--- src/inc/fcr_pkg.sv ---
// shared constants, encodings and state types of the function and read parameter register block
package fcr_pkg;

  // serial instruction codes
  localparam logic [7:0] OP_WRITE_ENABLE = 8'h06;
  localparam logic [7:0] OP_WRITE_FUNC = 8'h42;
  localparam logic [7:0] OP_READ_FUNC = 8'h48;
  localparam logic [7:0] OP_SET_RP_PERSIST = 8'h65;
  localparam logic [7:0] OP_SET_RP_WORKING_A = 8'hC0;
  localparam logic [7:0] OP_SET_RP_WORKING_B = 8'h63;
  localparam logic [7:0] OP_READ_RP = 8'h61;
  localparam logic [7:0] OP_SET_ERP_PERSIST = 8'h85;
  localparam logic [7:0] OP_SET_ERP_WORKING = 8'h83;
  localparam logic [7:0] OP_READ_ERP = 8'h81;

  // word addresses inside the non-volatile store
  localparam logic [1:0] NV_ADDR_RP = 2'h0;
  localparam logic [1:0] NV_ADDR_ERP = 2'h1;
  localparam logic [1:0] NV_ADDR_FR = 2'h2;

  // function register fields
  localparam int FR_RST_DIS_BIT = 0;
  localparam int FR_PROT_DIR_BIT = 1;
  localparam int FR_PROG_SUSP_BIT = 2;
  localparam int FR_ERASE_SUSP_BIT = 3;
  localparam int FR_LOCK_LSB = 4;
  localparam int FR_LOCK_MSB = 7;
  localparam logic [7:0] FR_OTP_MASK = 8'hF3;
  localparam logic [6:0] FR_RESET_UPPER = 7'h00;

  // read parameter fields
  localparam int RP_PIN_SEL_BIT = 7;
  localparam int RP_DUMMY_MSB = 6;
  localparam int RP_DUMMY_LSB = 3;
  localparam int RP_WRAP_BIT = 2;
  localparam int RP_BURST_MSB = 1;
  localparam int RP_BURST_LSB = 0;
  localparam logic [7:0] RP_RESET = 8'h00;
  localparam logic [7:0] ERP_RESET = 8'hFF;

  // default dummy counts used when the dummy field is zero
  localparam logic [3:0] DUMMY_DEF_FAST_SPI = 4'h8;
  localparam logic [3:0] DUMMY_DEF_FAST_QPI = 4'h6;
  localparam logic [3:0] DUMMY_DEF_DUAL_OUT = 4'h8;
  localparam logic [3:0] DUMMY_DEF_DUAL_IO = 4'h4;
  localparam logic [3:0] DUMMY_DEF_QUAD_OUT = 4'h8;
  localparam logic [3:0] DUMMY_DEF_QUAD_IO = 4'h6;

  // burst lengths in bytes
  localparam logic [6:0] BURST_8 = 7'h08;
  localparam logic [6:0] BURST_16 = 7'h10;
  localparam logic [6:0] BURST_32 = 7'h20;
  localparam logic [6:0] BURST_64 = 7'h40;

  typedef enum logic [2:0] {
    RK_FAST_SPI = 3'h0,
    RK_FAST_QPI = 3'h1,
    RK_DUAL_OUT = 3'h2,
    RK_DUAL_IO = 3'h3,
    RK_QUAD_OUT = 3'h4,
    RK_QUAD_IO = 3'h5
  } fcr_read_kind_t;

  typedef enum logic [2:0] {
    ST_LOAD_RP = 3'h0,
    ST_LOAD_ERP = 3'h1,
    ST_LOAD_FR = 3'h2,
    ST_LOAD_END = 3'h3,
    ST_RUN = 3'h4
  } fcr_state_t;

  typedef struct packed {
    logic [7:0] rp;
    logic [7:0] erp;
    logic [7:0] fr;
    logic [7:0] rdata;
  } fcr_nv_t;

  typedef struct packed {
    fcr_state_t st;
    logic [2:0] sync1;
    logic [2:0] sync2;
    logic sclk_prev;
    logic [2:0] bit_cnt;
    logic [1:0] byte_cnt;
    logic [7:0] shift_in;
    logic [7:0] opcode;
    logic [7:0] out_sh;
    logic so;
    logic so_oe;
    logic wel;
    logic [7:0] rp_vol;
    logic [7:0] erp_vol;
    logic [7:0] fr;
    logic nv_we;
    logic [1:0] nv_waddr;
    logic [7:0] nv_wdata;
    logic [3:0] dummy;
    logic [6:0] burst_bytes;
    logic wrap_en;
    logic pin_pause;
    logic pin_reset;
    logic pin_io3;
    logic ded_reset;
  } fcr_core_t;

endpackage

--- src/inc/fcr_nv_if.sv ---
// port bundle between the register core and its non-volatile store
`timescale 1ns/1ps
interface fcr_nv_if;
  logic we;
  logic [1:0] waddr;
  logic [7:0] wdata;
  logic [1:0] raddr;
  logic [7:0] rdata;
  modport ctrl (output we, output waddr, output wdata, output raddr, input rdata);
  modport store (input we, input waddr, input wdata, input raddr, output rdata);
endinterface

--- src/fcr_func_read_regs.sv ---
// function register and read parameter registers of a serial flash, reached over the serial pins
`timescale 1ns/1ps
// Function
// [RULE1] one-time-programmable function bits, once one, never return to zero
// [RULE2] protection direction bit: zero top area, one bottom, sticky at bottom
// [RULE3] program-suspended flag sets on suspend during program, clears on resume
// [RULE4] erase-suspended flag sets on suspend during erase, clears on resume
// [RULE5] four sticky row lock bits; a set lock blocks programming its row
// [RULE6] dedicated reset pin active while disable bit zero; else shared pin
// [RULE7] read and extended read registers have persistent and working copies
// [RULE8] serial mode, quad off: pin-select zero pause, one reset; else data line
// [RULE9] dedicated reset variant, disable bit zero: shared pin always pause
// [RULE10] nonzero four-bit dummy field gives that many dummy cycles, 1 to 15
// [RULE11] burst field 00/01/10/11 gives 8/16/32/64 bytes
// [RULE12] wrap bit zero reads run whole array; one wraps at burst length
// [RULE13] 65h writes persistent copy, C0h or 63h working copy only
// [RULE14] read parameters reset to zero; function bits 7 to 1 default zero
// [RULE15] host sends write enable before persistent or function writes
// [RULE16] zero dummy field: 8 fast serial, 6 fast quad, 4 dual, 6 quad I/O; code gives 4 for dual I/O only, 8 for dual output
// [RULE17] writes to suspend flags ignored; zero over a stored one changes nothing
module fcr_func_read_regs #(
  parameter logic HAS_DEDICATED_RESET = 1'b1,
  parameter logic RESET_DISABLE_DEFAULT = 1'b0
) (
  input wire logic core_clk_in,
  input wire logic resetn_in,
  input wire logic ce_in,
  input wire logic sclk_in,
  input wire logic cs_n_in,
  input wire logic si_in,
  output logic so_out,
  output logic so_oe_out,
  input wire logic quad_lines_enable_in,
  input wire logic qpi_mode_in,
  input wire logic program_busy_in,
  input wire logic erase_busy_in,
  input wire logic suspend_in,
  input wire logic resume_in,
  input wire fcr_pkg::fcr_read_kind_t read_kind_in,
  input wire logic ir_prog_req_in,
  input wire logic [1:0] ir_row_in,
  output logic ir_prog_allow_out,
  output logic ready_out,
  output logic [7:0] function_config_status_out,
  output logic [7:0] read_parameters_out,
  output logic [7:0] ext_read_params_out,
  output logic program_suspended_flag_out,
  output logic erase_suspended_flag_out,
  output logic protect_area_direction_out,
  output logic [3:0] info_row_lock_out,
  output logic dedicated_reset_active_out,
  output logic shared_pin_pause_out,
  output logic shared_pin_reset_out,
  output logic shared_pin_io3_out,
  output logic [3:0] dummy_cycles_out,
  output logic wrap_enable_out,
  output logic [6:0] burst_bytes_out
);
  fcr_nv_if nv ();

  fcr_pkg::fcr_core_t q;
  fcr_pkg::fcr_core_t n;

  fcr_nv_store #(
    .RESET_DISABLE_DEFAULT(RESET_DISABLE_DEFAULT)
  ) u_nv (
    .core_clk_in(core_clk_in),
    .resetn_in(resetn_in),
    .ce_in(ce_in),
    .nv(nv.store)
  );

  function automatic logic [3:0] fcr_default_dummy(input fcr_pkg::fcr_read_kind_t k);
    logic [3:0] d;
    unique case (k)
      fcr_pkg::RK_FAST_SPI: d = fcr_pkg::DUMMY_DEF_FAST_SPI;
      fcr_pkg::RK_FAST_QPI: d = fcr_pkg::DUMMY_DEF_FAST_QPI;
      fcr_pkg::RK_DUAL_OUT: d = fcr_pkg::DUMMY_DEF_DUAL_OUT;
      fcr_pkg::RK_DUAL_IO: d = fcr_pkg::DUMMY_DEF_DUAL_IO;
      fcr_pkg::RK_QUAD_OUT: d = fcr_pkg::DUMMY_DEF_QUAD_OUT;
      fcr_pkg::RK_QUAD_IO: d = fcr_pkg::DUMMY_DEF_QUAD_IO;
      default: d = fcr_pkg::DUMMY_DEF_FAST_SPI;
    endcase
    return d;
  endfunction

  // the store's read port follows the power-up load sequence
  assign nv.raddr = (q.st == fcr_pkg::ST_LOAD_ERP) ? fcr_pkg::NV_ADDR_ERP :
                    (q.st == fcr_pkg::ST_LOAD_FR) ? fcr_pkg::NV_ADDR_FR : fcr_pkg::NV_ADDR_RP;
  assign nv.we = q.nv_we;
  assign nv.waddr = q.nv_waddr;
  assign nv.wdata = q.nv_wdata;

  always_comb begin
    logic sclk;
    logic csn;
    logic sdi;
    logic rise;
    logic fall;
    logic quad;
    logic [7:0] sh;
    logic [7:0] op;
    logic [7:0] otp;
    logic [3:0] dfield;
    sclk = q.sync2[0];
    csn = q.sync2[1];
    sdi = q.sync2[2];
    rise = sclk & ~q.sclk_prev;
    fall = ~sclk & q.sclk_prev;
    quad = quad_lines_enable_in | qpi_mode_in;
    sh = {q.shift_in[6:0], sdi};
    op = (q.byte_cnt == 2'h0) ? sh : q.opcode;
    otp = (q.fr | sh) & fcr_pkg::FR_OTP_MASK;
    dfield = q.rp_vol[fcr_pkg::RP_DUMMY_MSB:fcr_pkg::RP_DUMMY_LSB];

    n = q;
    // the logic and the edge memory read only the second synchroniser stage
    n.sync1 = {si_in, cs_n_in, sclk_in};
    n.sync2 = q.sync1;
    n.sclk_prev = q.sync2[0];
    n.nv_we = 1'b0;

    unique case (q.st)
      fcr_pkg::ST_LOAD_RP: begin
        n.st = fcr_pkg::ST_LOAD_ERP;
      end
      fcr_pkg::ST_LOAD_ERP: begin
        n.rp_vol = nv.rdata; // see [RULE7]
        n.st = fcr_pkg::ST_LOAD_FR;
      end
      fcr_pkg::ST_LOAD_FR: begin
        n.erp_vol = nv.rdata; // see [RULE7]
        n.st = fcr_pkg::ST_LOAD_END;
      end
      fcr_pkg::ST_LOAD_END: begin
        n.fr = nv.rdata & fcr_pkg::FR_OTP_MASK;
        n.st = fcr_pkg::ST_RUN;
      end
      fcr_pkg::ST_RUN: begin
        if (csn) begin
          // deselect ends any instruction; a partial one has no effect
          n.bit_cnt = 3'h0;
          n.byte_cnt = 2'h0;
          n.so_oe = 1'b0;
          n.so = 1'b0;
        end else if (rise) begin
          n.shift_in = sh;
          n.bit_cnt = q.bit_cnt + 3'h1;
          if (q.bit_cnt == 3'h7) begin
            if (q.byte_cnt != 2'h2) begin
              n.byte_cnt = q.byte_cnt + 2'h1;
            end
            if (q.byte_cnt == 2'h0) begin
              n.opcode = sh;
              if (sh == fcr_pkg::OP_WRITE_ENABLE) begin
                n.wel = 1'b1;
              end
            end else if (q.byte_cnt == 2'h1) begin
              unique case (q.opcode)
                fcr_pkg::OP_SET_RP_WORKING_A, fcr_pkg::OP_SET_RP_WORKING_B: begin
                  n.rp_vol = sh; // see [RULE13]
                end
                fcr_pkg::OP_SET_ERP_WORKING: begin
                  n.erp_vol = sh;
                end
                fcr_pkg::OP_SET_RP_PERSIST, fcr_pkg::OP_SET_ERP_PERSIST: begin
                  if (q.wel) begin // see [RULE15]
                    n.nv_we = 1'b1; // see [RULE13]
                    n.nv_waddr = (q.opcode == fcr_pkg::OP_SET_RP_PERSIST) ? fcr_pkg::NV_ADDR_RP
                                                                        : fcr_pkg::NV_ADDR_ERP;
                    n.nv_wdata = sh;
                    n.wel = 1'b0;
                  end
                end
                fcr_pkg::OP_WRITE_FUNC: begin
                  if (q.wel) begin // see [RULE15]
                    // suspend flags kept from state, otp bits only ever gain ones; see [RULE17]
                    n.fr = otp | (q.fr & ~fcr_pkg::FR_OTP_MASK); // see [RULE1] [RULE2] [RULE5]
                    n.nv_we = 1'b1;
                    n.nv_waddr = fcr_pkg::NV_ADDR_FR;
                    n.nv_wdata = otp;
                    n.wel = 1'b0;
                  end
                end
                default: begin
                  n.nv_we = 1'b0;
                end
              endcase
            end
            // register reads repeat the value for as long as the clock keeps running
            unique case (op)
              fcr_pkg::OP_READ_FUNC: begin
                n.out_sh = q.fr;
                n.so_oe = 1'b1;
              end
              fcr_pkg::OP_READ_RP: begin
                n.out_sh = q.rp_vol;
                n.so_oe = 1'b1;
              end
              fcr_pkg::OP_READ_ERP: begin
                n.out_sh = q.erp_vol;
                n.so_oe = 1'b1;
              end
              default: begin
                n.so_oe = q.so_oe;
              end
            endcase
          end
        end else if (fall && q.so_oe) begin
          n.so = q.out_sh[7];
          n.out_sh = {q.out_sh[6:0], 1'b0};
        end
        // a resume clears first so that a suspend in the same cycle still sets
        if (resume_in) begin
          n.fr[fcr_pkg::FR_PROG_SUSP_BIT] = 1'b0; // see [RULE3]
          n.fr[fcr_pkg::FR_ERASE_SUSP_BIT] = 1'b0; // see [RULE4]
        end
        if (suspend_in && program_busy_in) begin
          n.fr[fcr_pkg::FR_PROG_SUSP_BIT] = 1'b1; // see [RULE3]
        end
        if (suspend_in && erase_busy_in) begin
          n.fr[fcr_pkg::FR_ERASE_SUSP_BIT] = 1'b1; // see [RULE4]
        end
      end
      default: begin
        n.st = fcr_pkg::ST_LOAD_RP;
      end
    endcase

    // decoded controls follow the working copies one cycle later
    n.ded_reset = HAS_DEDICATED_RESET & ~q.fr[fcr_pkg::FR_RST_DIS_BIT]; // see [RULE6]
    n.pin_io3 = quad; // see [RULE8]
    n.pin_reset = ~quad & q.rp_vol[fcr_pkg::RP_PIN_SEL_BIT] & ~n.ded_reset; // see [RULE8] [RULE9]
    n.pin_pause = ~quad & ~n.pin_reset; // see [RULE9]
    n.dummy = (dfield != 4'h0) ? dfield : fcr_default_dummy(read_kind_in); // see [RULE10] [RULE16]
    n.wrap_en = q.rp_vol[fcr_pkg::RP_WRAP_BIT]; // see [RULE12]
    unique case (q.rp_vol[fcr_pkg::RP_BURST_MSB:fcr_pkg::RP_BURST_LSB])
      2'h0: n.burst_bytes = fcr_pkg::BURST_8; // see [RULE11]
      2'h1: n.burst_bytes = fcr_pkg::BURST_16;
      2'h2: n.burst_bytes = fcr_pkg::BURST_32;
      2'h3: n.burst_bytes = fcr_pkg::BURST_64;
    endcase
  end

  // all-zero reset: load sequence start, working copies zero until loaded
  always_ff @(posedge core_clk_in or negedge resetn_in) begin
    if (!resetn_in) begin
      q <= '0;
    end else if (ce_in) begin
      q <= n;
    end
  end

  assign so_out = q.so;
  assign so_oe_out = q.so_oe;
  assign ready_out = (q.st == fcr_pkg::ST_RUN);
  assign function_config_status_out = q.fr;
  assign read_parameters_out = q.rp_vol;
  assign ext_read_params_out = q.erp_vol;
  assign program_suspended_flag_out = q.fr[fcr_pkg::FR_PROG_SUSP_BIT];
  assign erase_suspended_flag_out = q.fr[fcr_pkg::FR_ERASE_SUSP_BIT];
  assign protect_area_direction_out = q.fr[fcr_pkg::FR_PROT_DIR_BIT]; // see [RULE2]
  assign info_row_lock_out = q.fr[fcr_pkg::FR_LOCK_MSB:fcr_pkg::FR_LOCK_LSB];
  // a set lock refuses programming of its row; see [RULE5]
  assign ir_prog_allow_out = ir_prog_req_in & ~info_row_lock_out[ir_row_in];
  assign dedicated_reset_active_out = q.ded_reset;
  assign shared_pin_pause_out = q.pin_pause;
  assign shared_pin_reset_out = q.pin_reset;
  assign shared_pin_io3_out = q.pin_io3;
  assign dummy_cycles_out = q.dummy;
  assign wrap_enable_out = q.wrap_en;
  assign burst_bytes_out = q.burst_bytes;
endmodule

--- src/fcr_nv_store.sv ---
// non-volatile copies of the read parameters, extended read parameters and function register
`timescale 1ns/1ps
module fcr_nv_store #(
  parameter logic RESET_DISABLE_DEFAULT = 1'b0
) (
  input wire logic core_clk_in,
  input wire logic resetn_in,
  input wire logic ce_in,
  fcr_nv_if.store nv
);
  fcr_pkg::fcr_nv_t q;
  fcr_pkg::fcr_nv_t n;

  always_comb begin
    n = q;
    if (nv.we) begin
      unique case (nv.waddr)
        fcr_pkg::NV_ADDR_RP: n.rp = nv.wdata;
        fcr_pkg::NV_ADDR_ERP: n.erp = nv.wdata;
        // stored ones are never cleared, whatever the core sends; see [RULE1]
        fcr_pkg::NV_ADDR_FR: n.fr = q.fr | (nv.wdata & fcr_pkg::FR_OTP_MASK);
        default: n = q;
      endcase
    end
    unique case (nv.raddr)
      fcr_pkg::NV_ADDR_RP: n.rdata = q.rp;
      fcr_pkg::NV_ADDR_ERP: n.rdata = q.erp;
      fcr_pkg::NV_ADDR_FR: n.rdata = q.fr;
      default: n.rdata = 8'h00;
    endcase
  end

  // the reset here stands for the factory state of the cells
  always_ff @(posedge core_clk_in or negedge resetn_in) begin
    if (!resetn_in) begin
      q.rp <= fcr_pkg::RP_RESET; // see [RULE14]
      q.erp <= fcr_pkg::ERP_RESET;
      q.fr <= {fcr_pkg::FR_RESET_UPPER, RESET_DISABLE_DEFAULT}; // see [RULE14]
      q.rdata <= 8'h00;
    end else if (ce_in) begin
      q <= n;
    end
  end

  assign nv.rdata = q.rdata;
endmodule

--- config.mk ---
export PLATFORM = sky130hd
export DESIGN_NAME = fcr_func_read_regs
export DESIGN_NICKNAME = d
export VERILOG_FILES = /design/src/inc/fcr_pkg.sv /design/src/inc/fcr_nv_if.sv /design/src/fcr_func_read_regs.sv /design/src/fcr_nv_store.sv
export SDC_FILE = /design/constraint.sdc
export NUM_CORES = 1
export LEC_CHECK = 0
export ABC_AREA = 1
export ABC_CLOCK_PERIOD_IN_PS = 1800
export BUFFER_PORTS_ARGS = -buffer_cell sky130_fd_sc_hd__buf_2
export CAP_MARGIN = 40
export CORE_ASPECT_RATIO = 1.4
export CORE_MARGIN = 3
export CORE_UTILIZATION = 35
export DETAILED_ROUTE_END_ITERATION = 10
export GPL_TIMING_DRIVEN = 0
export PLACE_DENSITY = 0.61
export SLEW_MARGIN = 20
export SYNTH_ARGS = -nofsm -noshare
export SYNTH_HDL_FRONTEND = slang
export SYNTH_SLANG_ARGS = --single-unit
--- constraint.sdc ---
create_clock -name core_clk_in -period 1.8 [get_ports core_clk_in]
set_input_delay 0.18 -clock core_clk_in [delete_from_list [all_inputs] [get_ports core_clk_in]]
set_output_delay 0.18 -clock core_clk_in [all_outputs]
set_load 0.02 [all_outputs]
After elaboration in Yosys (flattened, before gate mapping) --
Cells that the tools add are included.
Word-level totals: register bits 125, input bits 18, output and inout bits 51, word-level logic and storage cells 211
Cells by class: add/sub/neg operators 2, $lt $le $gt $ge 1, eq/ne operators 56, muxes and demuxes 58, bitwise logic cells 19, reductions and logical operators 44
Operators with widths (number):
- $mux W19 | 8
- $mux W11 | 9
- $mux W37 | 2
- $mux W35 | 2
- $pmux W8 S2 | 3
- $pmux W8 S3 | 2
- $eq A8 B7 Y1 const B | 5
- $mux W8 | 5
- $ne A4 B2 Y1 const B | 10
- $mux W36 | 1
- $eq A8 B8 Y1 const B | 4
- $pmux W7 S4 | 1
- $reduce_and A9 Y1 | 3
- $reduce_and A8 Y1 | 3
- $reduce_bool A2 Y1 | 12
- $mux W21 | 1
- $pmux W10 S2 | 1
- $ne A2 B1 Y1 const B | 9
- $mux W16 | 1
- $ne A4 B3 Y1 const B | 4
- $ne A8 B8 Y1 const B | 2
- $or A8 B8 Y8 | 2
- $pmux W3 S5 | 1
- $reduce_and A5 Y1 | 3
- other kinds (34) | 86

Depth between registers and ports, before layout --
depth after elaboration 19, gate-level depth with buffers 17

Cells and area by module --
A second synthesis with hierarchy kept.
Second synthesis, totals: cell total of the unflattened synthesis 813, area, all modules 6585.1 µm²
Modules (own cells, without submodules):
- fcr_func_read_regs | instances 1, cells each 658, area each 5113.7 µm²
- fcr_nv_store | instances 1, cells each 155, area each 1471.4 µm²

Worst setup path after synthesis --
OpenSTA, ideal clock, no wires.
path kind reg2reg, from reg q[78] in the netlist's numbering, to reg q[55] in the netlist's numbering, arrival 1883 ps, required time 1735 ps, path slack -148 ps, stages on the path, launching flop included 16, buffers on the path 2, clock period less this slack 1948 ps, path through dfrtp_1 > inv_1 > ha_1 > buf_4 > clkinv_2 > buf_6 > nand2_1 > nand2_1 > nand2_1 > nor2_4 > a21oi_1 > nand2_1 > nand3_1 > nor2_2 > nand2_1 > nand2_1
On the way: word-level cells in the longest chain between the ends 6, elaborated cells between the ends (all ways) 10
RTL lines:
- start: declaration | RTL line fcr_func_read_regs.sv:61 | fcr_pkg::fcr_core_t q;
- start signal: assignment | RTL line fcr_func_read_regs.sv:250 | q <= n;
- $logic_not A2 Y1 * | RTL line fcr_func_read_regs.sv:112 | op = (q.byte_cnt == 2'h0) ? sh : q.opcode;
- $mux W8 *
- $eq A8 B8 Y1 or $eq A8 B7 Y1 (tied branches) | RTL line fcr_func_read_regs.sv:191 | unique case (op)
- $pmux W8 S3 | RTL line fcr_func_read_regs.sv:191
- $mux W16 | RTL line fcr_func_read_regs.sv:149 | if (q.bit_cnt == 3'h7) begin
- $mux W8 | RTL line fcr_func_read_regs.sv:146 | end else if (rise) begin
Mark *: on every way between the ends. The rest lies on a longest branch, timed or not. The select of a mux whose other input is x is not followed. A chain may end at the register's enable or synchronous reset.

Worst setup path in the final report --
from reg q[79] in the netlist's numbering, to reg q[54] in the netlist's numbering
Same word-level chain as after synthesis.

==> impl_metrics.env <==
export IMPL_violations="negative setup slack"
export IMPL_final_setup_worst_slack_ns=-0.315
export IMPL_r2r_slack_ns=-0.31
export IMPL_arrival_ns=2.47
export IMPL_ant_nets=0
export IMPL_crit_required_ns=2.15
export IMPL_status="finished with violations"
export IMPL_yosysTopAreaCell="dfrtp_1"
export IMPL_post_route_cell_area_um2=8700
export IMPL_route_detailed_drc=0
export IMPL_top_layer="met4"
export IMPL_synth_top_area_share_pct=44.7
export IMPL_tightest_slew_ns=0.618
export IMPL_htreeDepth=4
export IMPL_gp_congestion=0.888
export IMPL_dp_cells=1098
export IMPL_ys_seq_area_share_pct=48.0
export IMPL_cts_buffers=17
export IMPL_min_path_cells=2
export IMPL_min_from="program_busy_in"
export IMPL_clk_pin_slew_worst_paths_ns=0.06
export IMPL_synth_seq_cells=119
export IMPL_hp_class="input pin to flip-flop"
export IMPL_multi_input_area_um2=3120
export IMPL_wl_per_cell_um=16.1
export IMPL_final_cell_mix="208 x nand2_1, 110 x dfrtp_1, 67 x inv_1, 67 x buf_4, 66 x o21ai_0"
export IMPL_setup_viol=39
export IMPL_clock_latency_ns=0.42
export IMPL_nFillCells=1629
export IMPL_holdWs_ns=0.0152
export IMPL_rsz0062_at_grt="yes"
export IMPL_min_period_over_period_pct=117
export IMPL_placed_area_um2=6930
export IMPL_cp_slowest_cell="dfrtp_1"
export IMPL_leakage_nw=4.20
export IMPL_first_pass_iters=5
export IMPL_grt_max_degree=63
export IMPL_cp_end_kind="flip-flop"
export IMPL_fin_nets=959
export IMPL_io_pins=69
export IMPL_drt_vias_per_instance=4.93
export IMPL_crit_path_cell_trace="inv_2 > ha_4 > buf_6 > buf_6 > nand2_2 > nand2_2 > nand2_2 > nor2_4 > buf_6 > nand2_8 > o211ai_1 > nand3_1 > nand2_1"
export IMPL_hold_viol=0
export IMPL_register_area_um2=2990
export IMPL_setup_worst_path_start_class="flip-flop"
export IMPL_place_hpwl_um=12800
export IMPL_route_met2_wl_um=10000
export IMPL_die_h_um=164
export IMPL_io_buffers=64
export IMPL_synth_edf_count=0
export IMPL_rr_endpoint="q[54]"
export IMPL_min_to="function_config_status_out[2]"
export IMPL_cp_max_fo=6
export IMPL_cts_root_buf="clkbuf_16"
export IMPL_overflow=0
export IMPL_cts_tree="yes"
export IMPL_clock_sinks=119
export IMPL_fin_skew_ns=0.00787
export IMPL_layout_commonest_cell="nand2_1"
export IMPL_total_power_mw=12.1
export IMPL_cp_num_buf_inv=4
export IMPL_coreArea_um2=17400
export IMPL_syn_cell_area_um2=6220
export IMPL_r2r_start="q[79]"
export IMPL_dr_first_iter_drc_count=435
export IMPL_synth_flop_cell="dfrtp_1"
export IMPL_antenna_found_initial=0
export IMPL_first_global_vias=5781
export IMPL_layoutNonFillerInstCount=1185
export IMPL_startpoint="q[79]"
export IMPL_routed_wl_um=19000
export IMPL_antenna_cells=0
export IMPL_pre_cts_ws_ns=-0.494
export IMPL_fin_crit_ns=2.11
export IMPL_synthTopCellsByArea="dfrtp_1 45%, nand2_1 16%, o21ai_0 6.2%"
export IMPL_vias=5846
export IMPL_finalMaxSlewViolations=0
export IMPL_wl_met3_um=755
export IMPL_synthCells=795
export IMPL_critPathMaxStageDelay_ns=0.40
export IMPL_drt_met1_wl_um=7280
export IMPL_grtUsageTotal_pct=19.3
export IMPL_ff2ff_path_depth=13
export IMPL_initial_core_util_pct=35.7
export IMPL_ys_types=42
export IMPL_grt_pass1_wl_um=29700
export IMPL_rows=57
export IMPL_timing_slew_headroom_pct=58.8
export IMPL_clock_path_buffers=2
export IMPL_area_delta_synth_final_pct=39.8
export IMPL_cp_top_family="simple AND/OR/NAND/NOR gates"
export IMPL_drive_gt1_share_pct=36.2
export IMPL_powerDensity_nw_per_um2=1390
export IMPL_criticalPathCategory="flip-flop to flip-flop"
export IMPL_ys_async_sr_fraction_pct=100
export IMPL_yosysWarnings=0
export IMPL_fp_dieW_um=119
export IMPL_ir_drop_uv=742
export IMPL_die_area_um2=19400
export IMPL_avgSynthCellArea_um2=7.83
export IMPL_fmax_mhz=473
export IMPL_drv_cap=0
## stage by stage
stage                     TNS [ns]  util, %
after CTS                    -7.67     46.6
final                        -4.56     50.0
after global routing         -7.60     50.0
after global placement     -130.61     39.6
after floorplan             -0.567        -
after detailed placement    -18.69     39.8
## repair_timing
| action | 4_1_cts | 5_1_grt |
|---|---|---|
| buffers inserted | 31 | 22 |
| gates cloned | 3 | 2 |
| pin swaps | 27 | 57 |
| endpoints found under the hold margin | 59 | 0 |
| hold buffers | 4 | 0 |
| setup endpoints to repair | 61 | 54 |
| gates resized for setup | 60 | 132 |
## layout make-up
class                      instances  area share (%)
multi-input combinational        538            35.9
sequential                       119            34.4
timing repair buffer             122            11.0
clock buffer                      18            5.05
buffer                            56            4.63
inverter                          82            3.83
tap                              236            3.40
clock inverter                    14            1.88
## state kept, by name, summed over array words and instances (netlist names)
signal	count
q	35
u_nv.q	22
ext_read_params_out	8
function_config_status_out	8
nv.wdata	8
read_parameters_out	8
u_nv.nv.rdata	8
burst_bytes_out	4
dummy_cycles_out	4
n	4
nv.waddr	2
dedicated_reset_active_out	1
nv.we	1
shared_pin_io3_out	1
shared_pin_pause_out	1
shared_pin_reset_out	1
so_oe_out	1
so_out	1
wrap_enable_out	1
## cell families after synthesis
logic type	share of synthesized area (%)
AND/OR/NAND/NOR	26.6
AO/OA/AOI/OAI	12.8
buffers and inverters	11.3
flip-flops	48.0
adder cells (fa/ha/maj)	1.01
multiplexers	0.161
other	0.0603
## how the worst max path moves through the flow
stage                     cells past startpoint     endpoint  slack [ns]
final                                        13        q[54]       -0.31
after global routing                         17        q[58]       -0.42
after CTS                                    17        q[60]       -0.25
after floorplan                              15        q[55]       -0.07
after detailed placement                     11  nv.waddr[0]       -0.49
after global placement                        1   u_nv.q[15]        -1.0
## routing by layer
layer / up-vias / global-route usage, %
met1: 2789 / 21.5
li1: 2817 / -
met3: 66 / 3.00
met5: - / 0
met4: 0 / 11.9
met2: 174 / 34.5
## power by group
part / switching (mW) / leakage [nW] / total, mW / internal, mW
registers: 0.647 / 1.48 / 3.83 / 3.18
logic: 2.76 / 2.43 / 4.81 / 2.05
clock network: 1.38 / 0.292 / 3.49 / 2.11
total: 4.79 / 4.20 / 12.1 / 7.34
## synth_stat cells (all sizes together) (3+ instances only)
cell	number
buf	46
nand2	265
nor2	56
dfstp	8
nor3	6
nand3	49
inv	80
dfrtp	111
o21ai	102
clkbuf	13
nand4	7
o31ai	3
ha	5
a221oi	6
o22ai	3
a21oi	21
(Power assumes the default switching activity.)
